### src/design/csi_slave_defs.vh
`ifndef CSI_SLAVE_DEFS_VH
`define CSI_SLAVE_DEFS_VH

// Channel operating clock and the fastest external serial clock it can follow
`define CSI_MCK_HZ           50000000
`define CSI_MCK_PER_SCK_MIN  6

// Index of the last bit of a word, per word length
`define CSI_LAST_BIT_8       3'h7
`define CSI_LAST_BIT_7       3'h6

// Reset values
`define CSI_COUNT_RST        3'h0
`define CSI_WORD_RST         8'h00
`define CSI_LINE_IDLE        1'b1

// Cycles after reset before the synchroniser output is trusted for edges
`define CSI_WARM_RST         2'h0
`define CSI_WARM_DONE        2'h3

`endif

### src/design/csi_slave_channel.v
`timescale 1ns/1ns
`include "csi_slave_defs.vh"

// Contract
// RQ1 - The serial clock comes from the master, is sampled on the channel clock and may run up to a sixth of it.
// RQ2 - In receive-only mode the interrupt fires only at transfer end; the buffer-empty source is not used.
// RQ3 - In transmit-receive mode the interrupt fires at transfer end or on buffer empty, as software selects.
// RQ4 - The only error flagged is overrun, when a received word is not taken before the next one completes.
// RQ5 - In receive mode data phase 0 samples from the first clock activity, data phase 1 half a clock earlier.
// RQ6 - In transmit-receive mode data phase shifts both driving and sampling the same way.
// RQ7 - Clock phase 0 reads the serial clock forward, clock phase 1 reversed.
// RQ8 - Software keeps the external clock no faster than half the configured transfer clock.
// RQ9 - In receive-only mode the output enable plays no part; only clock and data inputs are used.
// RQ10 - Software starts the channel by writing 1 only to this channel's start bit.
// RQ11 - After the unit clock was stopped while halted, software waits for the master and reinitialises.
// RQ12 - Words are seven or eight bits long in both modes, as configured.
// RQ13 - Data is shifted most or least significant bit first, as configured.
// RQ14 - Writing transmit data while the buffer is full overwrites the buffered data.
// RQ15 - Software loads transmit data before the master starts the clock.
// RQ16 - The interrupt source select may change in operation, before the last bit of the final word.
// RQ17 - Writing the stop bit halts the channel and clears its active flag.
module csi_slave_channel (
  // Clock and reset
  input  wire       clock,
  input  wire       rst,
  // Serial pins
  input  wire       serial_clock_pin,
  input  wire       serial_data_in_pin,
  output reg        serial_data_out_pin,
  // Configuration
  input  wire       transceive_mode,
  input  wire       interrupt_source_select,
  input  wire       data_phase_select,
  input  wire       clock_phase_select,
  input  wire       lsb_first,
  input  wire       word_len_7,
  input  wire       output_enable_register,
  // Control strobes
  input  wire       channel_start,
  input  wire       channel_stop_bit,
  input  wire       tx_write,
  input  wire [7:0] tx_data,
  input  wire       rx_read,
  input  wire       overrun_clear,
  // Status
  output reg        channel_active_flag,
  output reg        buffer_full_flag,
  output reg        rx_full_flag,
  output reg  [7:0] rx_data,
  output reg        overrun_flag,
  output reg        channel_transfer_interrupt
);

  reg       sck_s1_q;
  reg       sck_s2_q;
  reg       sck_prev_q;
  reg       sdi_s1_q;
  reg       sdi_s2_q;
  reg [7:0] tx_buf_q;
  reg [7:0] tx_sr_q;
  reg [7:0] rx_sr_q;
  reg [2:0] count_q;
  reg       loaded_q;
  reg       bit_q;
  reg [1:0] warm_q;

  wire       sck_now  = sck_s2_q ^ clock_phase_select;     // [RQ7]
  wire       sck_was  = sck_prev_q ^ clock_phase_select;
  // No edges until the synchroniser has filled, so a pin idling low gives no false edge
  wire       settled  = (warm_q == `CSI_WARM_DONE);
  wire       lead     = settled & sck_was & ~sck_now;
  wire       trail    = settled & ~sck_was & sck_now;
  // Data phase 1 samples at the first edge, phase 0 at the second
  wire       sample   = data_phase_select ? lead : trail;  // [RQ5] [RQ6]
  wire       drive    = data_phase_select ? trail : lead;  // [RQ6]
  wire [2:0] last_bit = word_len_7 ? `CSI_LAST_BIT_7 : `CSI_LAST_BIT_8; // [RQ12]
  wire       word_end = channel_active_flag & sample & (count_q == last_bit);
  wire       load_now = channel_active_flag & transceive_mode & buffer_full_flag
                        & ~loaded_q & (count_q == `CSI_COUNT_RST) & sck_now;

  // Bit to put on the line next, from the given word
  function pick;
    input [7:0] w;
    input       lsb;
    input       len7;
    begin
      if (lsb) begin
        pick = w[0];
      end else if (len7) begin
        pick = w[6];
      end else begin
        pick = w[7];
      end
    end
  endfunction

  // Word after one bit has left the line
  function [7:0] shift_out;
    input [7:0] w;
    input       lsb;
    begin
      if (lsb) begin
        shift_out = {1'b0, w[7:1]};
      end else begin
        shift_out = {w[6:0], 1'b0};
      end
    end
  endfunction

  // Received word, right aligned for seven-bit words
  function [7:0] assemble;
    input [7:0] w;
    input       b;
    input       lsb;
    input       len7;
    reg   [7:0] t;
    begin
      t = lsb ? {b, w[7:1]} : {w[6:0], b};
      if (lsb & len7) begin
        assemble = {1'b0, t[7:1]};
      end else if (len7) begin
        assemble = {1'b0, t[6:0]};
      end else begin
        assemble = t;
      end
    end
  endfunction

  // Two-stage synchronisers; third flop feeds edge detection
  always @(posedge clock or posedge rst) begin
    if (rst) begin
      sck_s1_q   <= `CSI_LINE_IDLE;
      sck_s2_q   <= `CSI_LINE_IDLE;
      sck_prev_q <= `CSI_LINE_IDLE;
      sdi_s1_q   <= `CSI_LINE_IDLE;
      sdi_s2_q   <= `CSI_LINE_IDLE;
      warm_q     <= `CSI_WARM_RST;
    end else begin
      if (warm_q != `CSI_WARM_DONE) begin
        warm_q <= warm_q + 2'h1;
      end
      sck_s1_q   <= serial_clock_pin;                      // [RQ1]
      sck_s2_q   <= sck_s1_q;
      sck_prev_q <= sck_s2_q;
      sdi_s1_q   <= serial_data_in_pin;                    // [RQ9]
      sdi_s2_q   <= sdi_s1_q;
    end
  end

  // Start, stop and bit counting
  always @(posedge clock or posedge rst) begin
    if (rst) begin
      channel_active_flag <= 1'b0;
      count_q             <= `CSI_COUNT_RST;
    end else if (channel_stop_bit) begin
      channel_active_flag <= 1'b0;                         // [RQ17]
      count_q             <= `CSI_COUNT_RST;
    end else if (channel_start) begin
      channel_active_flag <= 1'b1;
      count_q             <= `CSI_COUNT_RST;
    end else if (word_end) begin
      count_q <= `CSI_COUNT_RST;
    end else if (channel_active_flag & sample) begin
      count_q <= count_q + 3'h1;
    end
  end

  // Transmit buffer and shifter
  always @(posedge clock or posedge rst) begin
    if (rst) begin
      tx_buf_q         <= `CSI_WORD_RST;
      buffer_full_flag <= 1'b0;
      tx_sr_q          <= `CSI_WORD_RST;
      loaded_q         <= 1'b0;
      bit_q            <= `CSI_LINE_IDLE;
    end else begin
      if (tx_write) begin
        tx_buf_q         <= tx_data;                       // [RQ14]
        buffer_full_flag <= 1'b1;
      end else if (load_now) begin
        buffer_full_flag <= 1'b0;
      end
      if (channel_stop_bit | channel_start | word_end) begin
        loaded_q <= 1'b0;
      end else if (load_now) begin
        loaded_q <= 1'b1;
      end
      if (load_now & data_phase_select) begin
        // First bit goes out at load, ahead of the first edge
        bit_q   <= pick(tx_buf_q, lsb_first, word_len_7); // [RQ6] [RQ13]
        tx_sr_q <= shift_out(tx_buf_q, lsb_first);
      end else if (load_now) begin
        tx_sr_q <= tx_buf_q;
      end else if (channel_active_flag & drive & ~word_end) begin
        bit_q   <= pick(tx_sr_q, lsb_first, word_len_7);  // [RQ13]
        tx_sr_q <= shift_out(tx_sr_q, lsb_first);
      end
    end
  end

  // Output pin driven only in transmit-receive mode with output enabled
  always @(posedge clock or posedge rst) begin
    if (rst) begin
      serial_data_out_pin <= `CSI_LINE_IDLE;
    end else begin
      serial_data_out_pin <= (transceive_mode & output_enable_register) ? bit_q : `CSI_LINE_IDLE; // [RQ9]
    end
  end

  // Receive shifter, received word and overrun
  always @(posedge clock or posedge rst) begin
    if (rst) begin
      rx_sr_q      <= `CSI_WORD_RST;
      rx_data      <= `CSI_WORD_RST;
      rx_full_flag <= 1'b0;
      overrun_flag <= 1'b0;
    end else begin
      if (channel_active_flag & sample) begin
        rx_sr_q <= lsb_first ? {sdi_s2_q, rx_sr_q[7:1]} : {rx_sr_q[6:0], sdi_s2_q}; // [RQ5] [RQ13]
      end
      if (word_end) begin
        rx_data      <= assemble(rx_sr_q, sdi_s2_q, lsb_first, word_len_7); // [RQ12]
        rx_full_flag <= 1'b1;
      end else if (rx_read) begin
        rx_full_flag <= 1'b0;
      end
      // Set wins over clear
      if (word_end & rx_full_flag & ~rx_read) begin
        overrun_flag <= 1'b1;                              // [RQ4]
      end else if (overrun_clear) begin
        overrun_flag <= 1'b0;
      end
    end
  end

  // One-cycle interrupt pulse; source select is read live each event
  always @(posedge clock or posedge rst) begin
    if (rst) begin
      channel_transfer_interrupt <= 1'b0;
    end else if (transceive_mode & interrupt_source_select) begin
      channel_transfer_interrupt <= load_now;              // [RQ3] [RQ16]
    end else begin
      channel_transfer_interrupt <= word_end;              // [RQ2] [RQ3]
    end
  end

endmodule

### config.mk
export PLATFORM = sky130hd
export DESIGN_NAME = csi_slave_channel
export DESIGN_NICKNAME = d
export VERILOG_FILES = /design/src/design/csi_slave_channel.v
export VERILOG_INCLUDE_DIRS = /design/src /design/src/design
export SDC_FILE = /design/constraint.sdc
export NUM_CORES = 1
export LEC_CHECK = 0
export CAP_MARGIN = 0
export CORE_UTILIZATION = 45
export CTS_CLUSTER_DIAMETER = 200
export DETAILED_ROUTE_END_ITERATION = 12
export DONT_BUFFER_PORTS = 1
export SYNTH_ARGS = -nofsm -noshare
export SYNTH_HDL_FRONTEND = slang
export SYNTH_SLANG_ARGS = --single-unit
### constraint.sdc
create_clock -name clock -period 2.1 [get_ports clock]
set_clock_uncertainty 0.2 [all_clocks]
set_input_delay 0.42 -clock clock [delete_from_list [all_inputs] [get_ports clock]]
set_output_delay 0.42 -clock clock [all_outputs]
set_load 0.02 [all_outputs]
==> summary.md, run 1 <==
## Status
- complete, no violations — outcome

## Yosys
- 100.0% — Async SR Flop Fraction
- 10.71 um^2 — Mean Syn Cell Area
- 0 — number of synthesized flops with an enable pin
- 50 — flip-flop and latch count after synthesis
- dfrtp_1 — ys flop type
- dfrtp_1, mux2i_1, mux2_2 — top cells by area in the synthesized netlist
- dfrtp_1 — library cell with the largest summed area after synthesis
- 35 — synth unique cells
- 42.41% — area share of the largest cell type after synthesis
- 237 — Cells after Synth
- 264 — synthesized netlist net count
- 2537 um^2 — netlist area before placement
- 0 — number of warnings issued by yosys
- 49.65% — sequential area share after synthesis

## Die
- 48.15% — initial core utilization
- 5943 um^2 — die area
- 77.09 um — width of the die
- 77.09 um — die height
- 5270 um^2 — total core area
- 26 — Placement Rows
- 38 — Ports

## STA
- 508.9 MHz — timing-limited maximum frequency
- 467.8 ps — worst-margin pin slew
- 0 — count of pins over their slew limit
- false — RSZ-0062 raised after global routing
- 68.77% — normalized max-slew margin
- 16.71 ps — post-route worst hold slack
- 135.1 ps — min setup slack post-route
- 93.57% — Final period util
- 0 — final hold violations
- 0 ps — Post-Route Setup TNS
- 1965 ps — post-route minimum period
- 0 — Final setup viols

## Worst setup path
- 2120 ps — critical path required time
- flop — launching element type of the critical path
- sck_s2_q — critical register-to-register path startpoint
- nor2b_1, mux2i_1, or3b_4, buf_12, o31ai_2 — cell breakdown of the critical path
- 140 ps — minimum setup slack among reg-to-reg paths
- flop — category of the worst setup path capture point
- 19 — Max Fanout on Critical Path
- 1 — WP buf/inv
- rx_data[7] — worst reg2reg path endpoint
- 570 ps — stage delay of the slowest cell on the critical path
- 1980 ps — data arrival time of the critical path
- flop to flop — crit path kind
- 5 — depth of the worst register-to-register path
- dfstp_2 — master of the slowest instance on the critical path
- simple AND/OR/NAND/NOR gates — Top delay family on crit path

## Power and ir drop
- 1.807 mW — internal power
- 0.4665 mV — worst IR drop on VDD
- 27.34% — fraction of power spent switching nets
- 53.1% — Flop pwr share
- 19.2% — part of the total power dissipated in combinational logic
- 680.0 uW — Psw
- 2.487 mW — Final Power
- 27.7% — power share of the clock group
- 1.254 nW — Leakage Power
- 882.4 nW/um^2 — total power density per cell area

## Clock network
- 0 — post-CTS setup buffer count
- 300 ps — source-to-sink clock delay at the later pin of the worst-skew pair
- 2 — maximum buffer depth of the clock tree
- 50 — CTS sink count
- 2 — number of levels in the clock H-tree
- built — TritonCTS clock tree
- 5 — TritonCTS Buffers
- clkbuf_8 — CTS Root Cell
- 90 ps — clock-pin slew on the worst setup and hold paths

## Layout
- 53.49% — fraction of the core area covered by cells at the end of the flow
- 17.55% — share of final-layout standard cells stronger than drive strength 1
- 11.09% — Area Growth Syn to Fin
- dfrtp_1 — commonest non-fill, non-tap cell in the layout
- 271 — NumNets Final
- dfrtp_1, mux2i_1, nand2_1, o21ai_0, mux2_2 — commonest cells after routing, fill and taps aside
- 0 — Diodes inserted
- 2819 um^2 — post-route cell area
- 315 — Layout Cells excl Fill
- 497 — count of fill cells added during filler insertion

## Global routing
- 7893 um — first-pass GRT wire length
- 21.63% — GR Layer Usage met1
- met2 — global-route layer with the greatest usage
- 38 — maximum number of pins on one net before global-route repair
- 4.167% — GR Util met3
- 27.32% — M2 GR Usage
- 0 — aggregate global routing overflow
- 16.74% — total global-route track usage
- 0 — antenna violations before repair
- 1,672 — vias in the first global route

## Placed design
- 0.7535 — routability congestion estimate
- 3139 um — HPWL Detailed
- 2619 um^2 — placed standard-cell area
- 299 — post-placement cell count
- 0 — quantity of I/O buffers inserted on ports
- 1.183 ps — pre-CTS setup slack

## Detailed routing
- 5.371 — detailed-route vias per instance
- 0 — post-detailed-route DRC marker count
- 37 — number of DRC markers in iteration 0
- 0 — post-route ant nets
- 14.47 um — post-DR wirelength/cell
- 4557 um — wire length reported by the detailed router
- 1,692 — number of vias after detailed routing
- 4 — TritonRoute pass-1 iters

## Hold path
- overrun_flag — worst-case hold path end point
- overrun_clear — launch point of the worst hold path
- input pin to flop — type of the worst min-delay path
- 1 — hold depth

## Job
- 0 — max-cap check violation count

how the worst max path moves through the flow:
stage / startpoint / endpoint / slack, ps / cells past startpoint
after floorplan: count_q[0] / tx_sr_q[1] / 150 / 9
after global placement: count_q[0] / tx_sr_q[3] / 70 / 6
after detailed placement: count_q[0] / tx_sr_q[2] / 1 / 6
after CTS: sck_s2_q / channel_transfer_interrupt / 70 / 5
after global routing: sck_s2_q / rx_data[7] / 20 / 5
final: sck_s2_q / rx_data[7] / 140 / 5
metal layers:
metal  routed length [um]  part of all wire, %
met1                 2211                   49
met2                 2145                   47
met3                  164                  3.6
met4                   36                 0.79
met5                    0                    0
state kept, by name (all words and copies together), names as in the netlist, 2 cells and up:
name and flops:
count_q 3, rx_data 8, rx_sr_q 8, tx_buf_q 8, tx_sr_q 8, warm_q 2
timing repair:
item / CTS / global route
setup endpoints to repair: 1 / 4
endpoints found under the hold margin: 25 / 0
hold buffers: 8 / 0
resized for setup: 1 / 1
cells by family after synthesis:
kind of cell / after synthesis / share of synthesized area (%)
AO/OA/AOI/OAI: 50 / 11.39
XOR/XNOR: 4 / 1.677
adder cells (fa/ha/maj): 3 / 1.479
buffers and inverters: 19 / 3.895
flip-flops: 50 / 49.65
multiplexers: 51 / 20.96
AND/OR/NAND/NOR: 60 / 10.95
power by group through the flow:
stage                     clock network, mW  registers, mW  logic, mW
final                                 0.690           1.32      0.477
after global routing                  0.765           1.35      0.543
after CTS                             0.724           1.32      0.483
after detailed placement                  0           1.34      0.466
after global placement                    0           1.34      0.453
after floorplan                           0           1.28      0.423
Yosys cell counts (2+ instances only):
master and count:
dfrtp_1 43, mux2i_1 34, nand2_1 27, o21ai_0 25
mux2_2 17, nor2_1 15, a21oi_1 11, buf_2 10
dfstp_2 7, o211ai_1 7, inv_1 4, and3_1 3
clkbuf_1 3, ha_1 3, nand3_1 3, nor2b_1 3
buf_6 2, nand3b_1 2, xor2_1 2
cell type report:
cell class                 count  area, um^2  share of cell area (%)
clock buffer                   7       86.33                   3.063
clock inverter                 1       30.03                   1.065
inverter                       4       15.01                  0.5326
sequential                    50        1260                   44.70
timing repair buffer          15       157.7                   5.593
tap                           70       87.58                   3.107
multi-input combinational    168        1182                   41.94
No activity file was read; power rests on OpenSTA's default activity.
==> run 2, diff against run 1 <==
Settings changed: ABC_AREA from default to 1.
==> summary.md, run 2 <==
## STA
- 451.6 ps — worst-margin pin slew, -16.23 ps
- 88.79% — Final period util, -4.8 points
- 16.66 ps — post-route worst hold slack, -0.04990 ps
- 0 — Final setup viols, unchanged
- 1865 ps — post-route minimum period, -100.3 ps
- 0 — final hold violations, unchanged
- 235.4 ps — min setup slack post-route, +100.3 ps
- 536.3 MHz — timing-limited maximum frequency, +5.4%
- 0 — count of pins over their slew limit, unchanged
- true — RSZ-0062 raised after global routing
- 0 ps — Post-Route Setup TNS, unchanged
- 69.78% — normalized max-slew margin, +1.0 points

## Clock network
- 50 — CTS sink count, unchanged
- 90 ps — clock-pin slew on the worst setup and hold paths, about the same
- 0 — cells resized by post-CTS repair, -1
- built — TritonCTS clock tree
- 5 — TritonCTS Buffers, unchanged
- clkbuf_8 — CTS Root Cell
- 2 — maximum buffer depth of the clock tree, unchanged
- 300 ps — source-to-sink clock delay at the later pin of the worst-skew pair, about the same
- 2 — number of levels in the clock H-tree, unchanged

## Placed design
- 3887 um — HPWL Detailed, +24%
- 0.8007 — routability congestion estimate, +6.3%
- 0 — quantity of I/O buffers inserted on ports, unchanged
- 247.9 ps — pre-CTS setup slack, +246.7 ps

## Detailed routing
- 0 — post-detailed-route DRC marker count, unchanged
- met4 — highest metal layer used by the detailed router
- 12.30 um — post-DR wirelength/cell, -15%
- 0 — post-route ant nets, unchanged
- 4.986 — detailed-route vias per instance, -7.2%
- 98 — number of DRC markers in iteration 0, +160%
- 2,159 — number of vias after detailed routing, +28%
- 2663 um — Routed met1 length, +20%
- 2430 um — DR WL met2, +13%
- 5325 um — wire length reported by the detailed router, +17%
- 4 — TritonRoute pass-1 iters, unchanged
- 190 um — Met3 Routed Length, +16%

## Worst setup path
- inv_1, ha_1, nand2_1, inv_1, nand4_2, nor2_2, nand2_1, nand3_1, nand2_1, nand2_1 — cell breakdown of the critical path
- nand2_1 — Top cell by count, worst path
- dfrtp_1 — master of the slowest instance on the critical path
- flop to flop — crit path kind
- flop — launching element type of the critical path
- 2140 ps — critical path required time, +20 ps
- 430 ps — stage delay of the slowest cell on the critical path, -140 ps
- 240 ps — minimum setup slack among reg-to-reg paths, +100 ps
- flop — category of the worst setup path capture point
- 10 — depth of the worst register-to-register path, +5
- 1910 ps — data arrival time of the critical path, -70 ps
- 7 — Max Fanout on Critical Path, -12

## Power and ir drop
- 2.275 mW — Final Power, -8.5%
- 1.468 nW — Leakage Power, +17%
- 791.5 nW/um^2 — total power density per cell area, -10%
- 0.4628 mV — worst IR drop on VDD, -0.79%

## Layout
- nand2_1, dfrtp_1, o21ai_0, nand3_1, inv_1 — commonest cells after routing, fill and taps aside
- 387 — NumNets Final, +43%
- 566 — count of fill cells added during filler insertion, +14%
- nand2_1 — commonest non-fill, non-tap cell in the layout
- 0 — Diodes inserted, unchanged
- 8.554% — Area Growth Syn to Fin
- 11.36% — share of final-layout standard cells stronger than drive strength 1, -6.2 points
- 51.56% — fraction of the core area covered by cells at the end of the flow, -1.9 points

## Yosys
- 40.64% — area share of the largest cell type after synthesis, -1.8 points
- 382 — synthesized netlist net count, +45%
- 7.458 um^2 — Mean Syn Cell Area, -30%
- nand2_1 — most frequently used cell type in the post-synthesis netlist
- dfrtp_1 — ys flop type
- dfrtp_1, nand2_1, o21ai_0 — top cells by area in the synthesized netlist
- 47.59% — sequential area share after synthesis, -2.1 points
- 2648 um^2 — netlist area before placement, +4.3%
- dfrtp_1 — library cell with the largest summed area after synthesis
- 0 — number of warnings issued by yosys, unchanged
- 355 — Cells after Synth, +50%
- 25 — synth unique cells, -29%
- 0 — number of synthesized flops with an enable pin, unchanged
- 100.0% — Async SR Flop Fraction, unchanged
- nand2_1, dfrtp_1, o21ai_0 — Post-synth top cells
- 50 — flip-flop and latch count after synthesis, unchanged

## Global routing
- 0 — antenna violations before repair, unchanged
- 2,057 — vias in the first global route, +23%
- 38 — maximum number of pins on one net before global-route repair, unchanged
- 19.10% — total global-route track usage, +2.4 points
- 9315 um — first-pass GRT wire length, +18%
- 0 — aggregate global routing overflow, unchanged

## Die
- 78.71 um — width of the die, +2.1%
- 6194 um^2 — die area, +4.2%
- 38 — Ports, unchanged
- 47.50% — initial core utilization, -0.65 points
- 78.71 um — die height, +2.1%
- 5574 um^2 — total core area, +5.8%
- 27 — Placement Rows, +3.8%

## Job
- 0 — max-cap check violation count, unchanged

## Hold path
- 1 — hold depth, unchanged
- input pin to flop — type of the worst min-delay path

## Status
- complete, no violations — outcome

[run 2: changes by cell type in the layout (fill, tap and decap cells not counted), sizes merged, moves of 5 or more]
cell	delta
nand2	+125
nand4	+5
o211ai	-6
inv	+33
a21oi	-10
nand3	+29
mux2i	-34
mux2	-16
o21ai	+17
[run 2: worst paths after layout]
kind                            start             endpoint
max                        count_q[0]           tx_sr_q[4]
min                          tx_write          tx_buf_q[3]
max reg2reg                count_q[0]           tx_sr_q[4]
min reg2reg                  sdi_s1_q             sdi_s2_q
max in group asynchronous         rst             sdi_s2_q
min in group asynchronous         rst  channel_active_flag
[run 2: logic make-up after synthesis]
kind of cell,synth area share [%]
AND/OR/NAND/NOR,33.51
flip-flops,47.59
buffers and inverters,7.845
AO/OA/AOI/OAI,8.554
adder cells (fa/ha/maj),1.418
XOR/XNOR,0.6617
multiplexers,0.4253
[run 2: timing repair]
action,in CTS,in global routing
hold buffers,5,0
endpoints found under the setup margin,0,3
setup buffers,0,0
endpoints found under the hold margin,47,0
[run 2: stage by stage]
stage               std cells  instance area [um^2]
CTS                       433                  2874
global route              433                  2874
floorplan                 355                  2648
global placement          420                  2703
finish                    433                  2874
detailed placement        420                  2703
[run 2: cell type report]
type	instances	area, um^2	area share [%]
clock buffers	6	82.58	2.873
clock inverters	2	38.79	1.350
inverters	36	135.1	4.702
multi-input cells	257	1180	41.05
flip-flops and latches	50	1260	43.84
well taps	72	90.09	3.135
repair buffers	10	87.58	3.047
[run 2: per-layer routing]
metal  vias to the layer above  global-route usage, %
li1                       1128                      -
met1                       991                  25.98
met2                        32                  30.61
met3                         8                  4.138
met4                         0                  5.370
met5                         -                      0
[run 2: power by group]
part / total (mW) / leakage (nW) / internal (mW) / switching (mW)
Clock: 0.718 / 0.0618 / 0.392 / 0.326
Combinational: 0.392 / 0.778 / 0.145 / 0.247
Sequential: 1.16 / 0.628 / 1.09 / 0.0791
[run 2: worst max-delay path, delay by kind of cell (launching register included)]
kind                       cells  cell delay, ps
and+or+nand+nor                7             870
adders and majority gates      1             140
buffers and inverters          2             180
DFF                            1             430
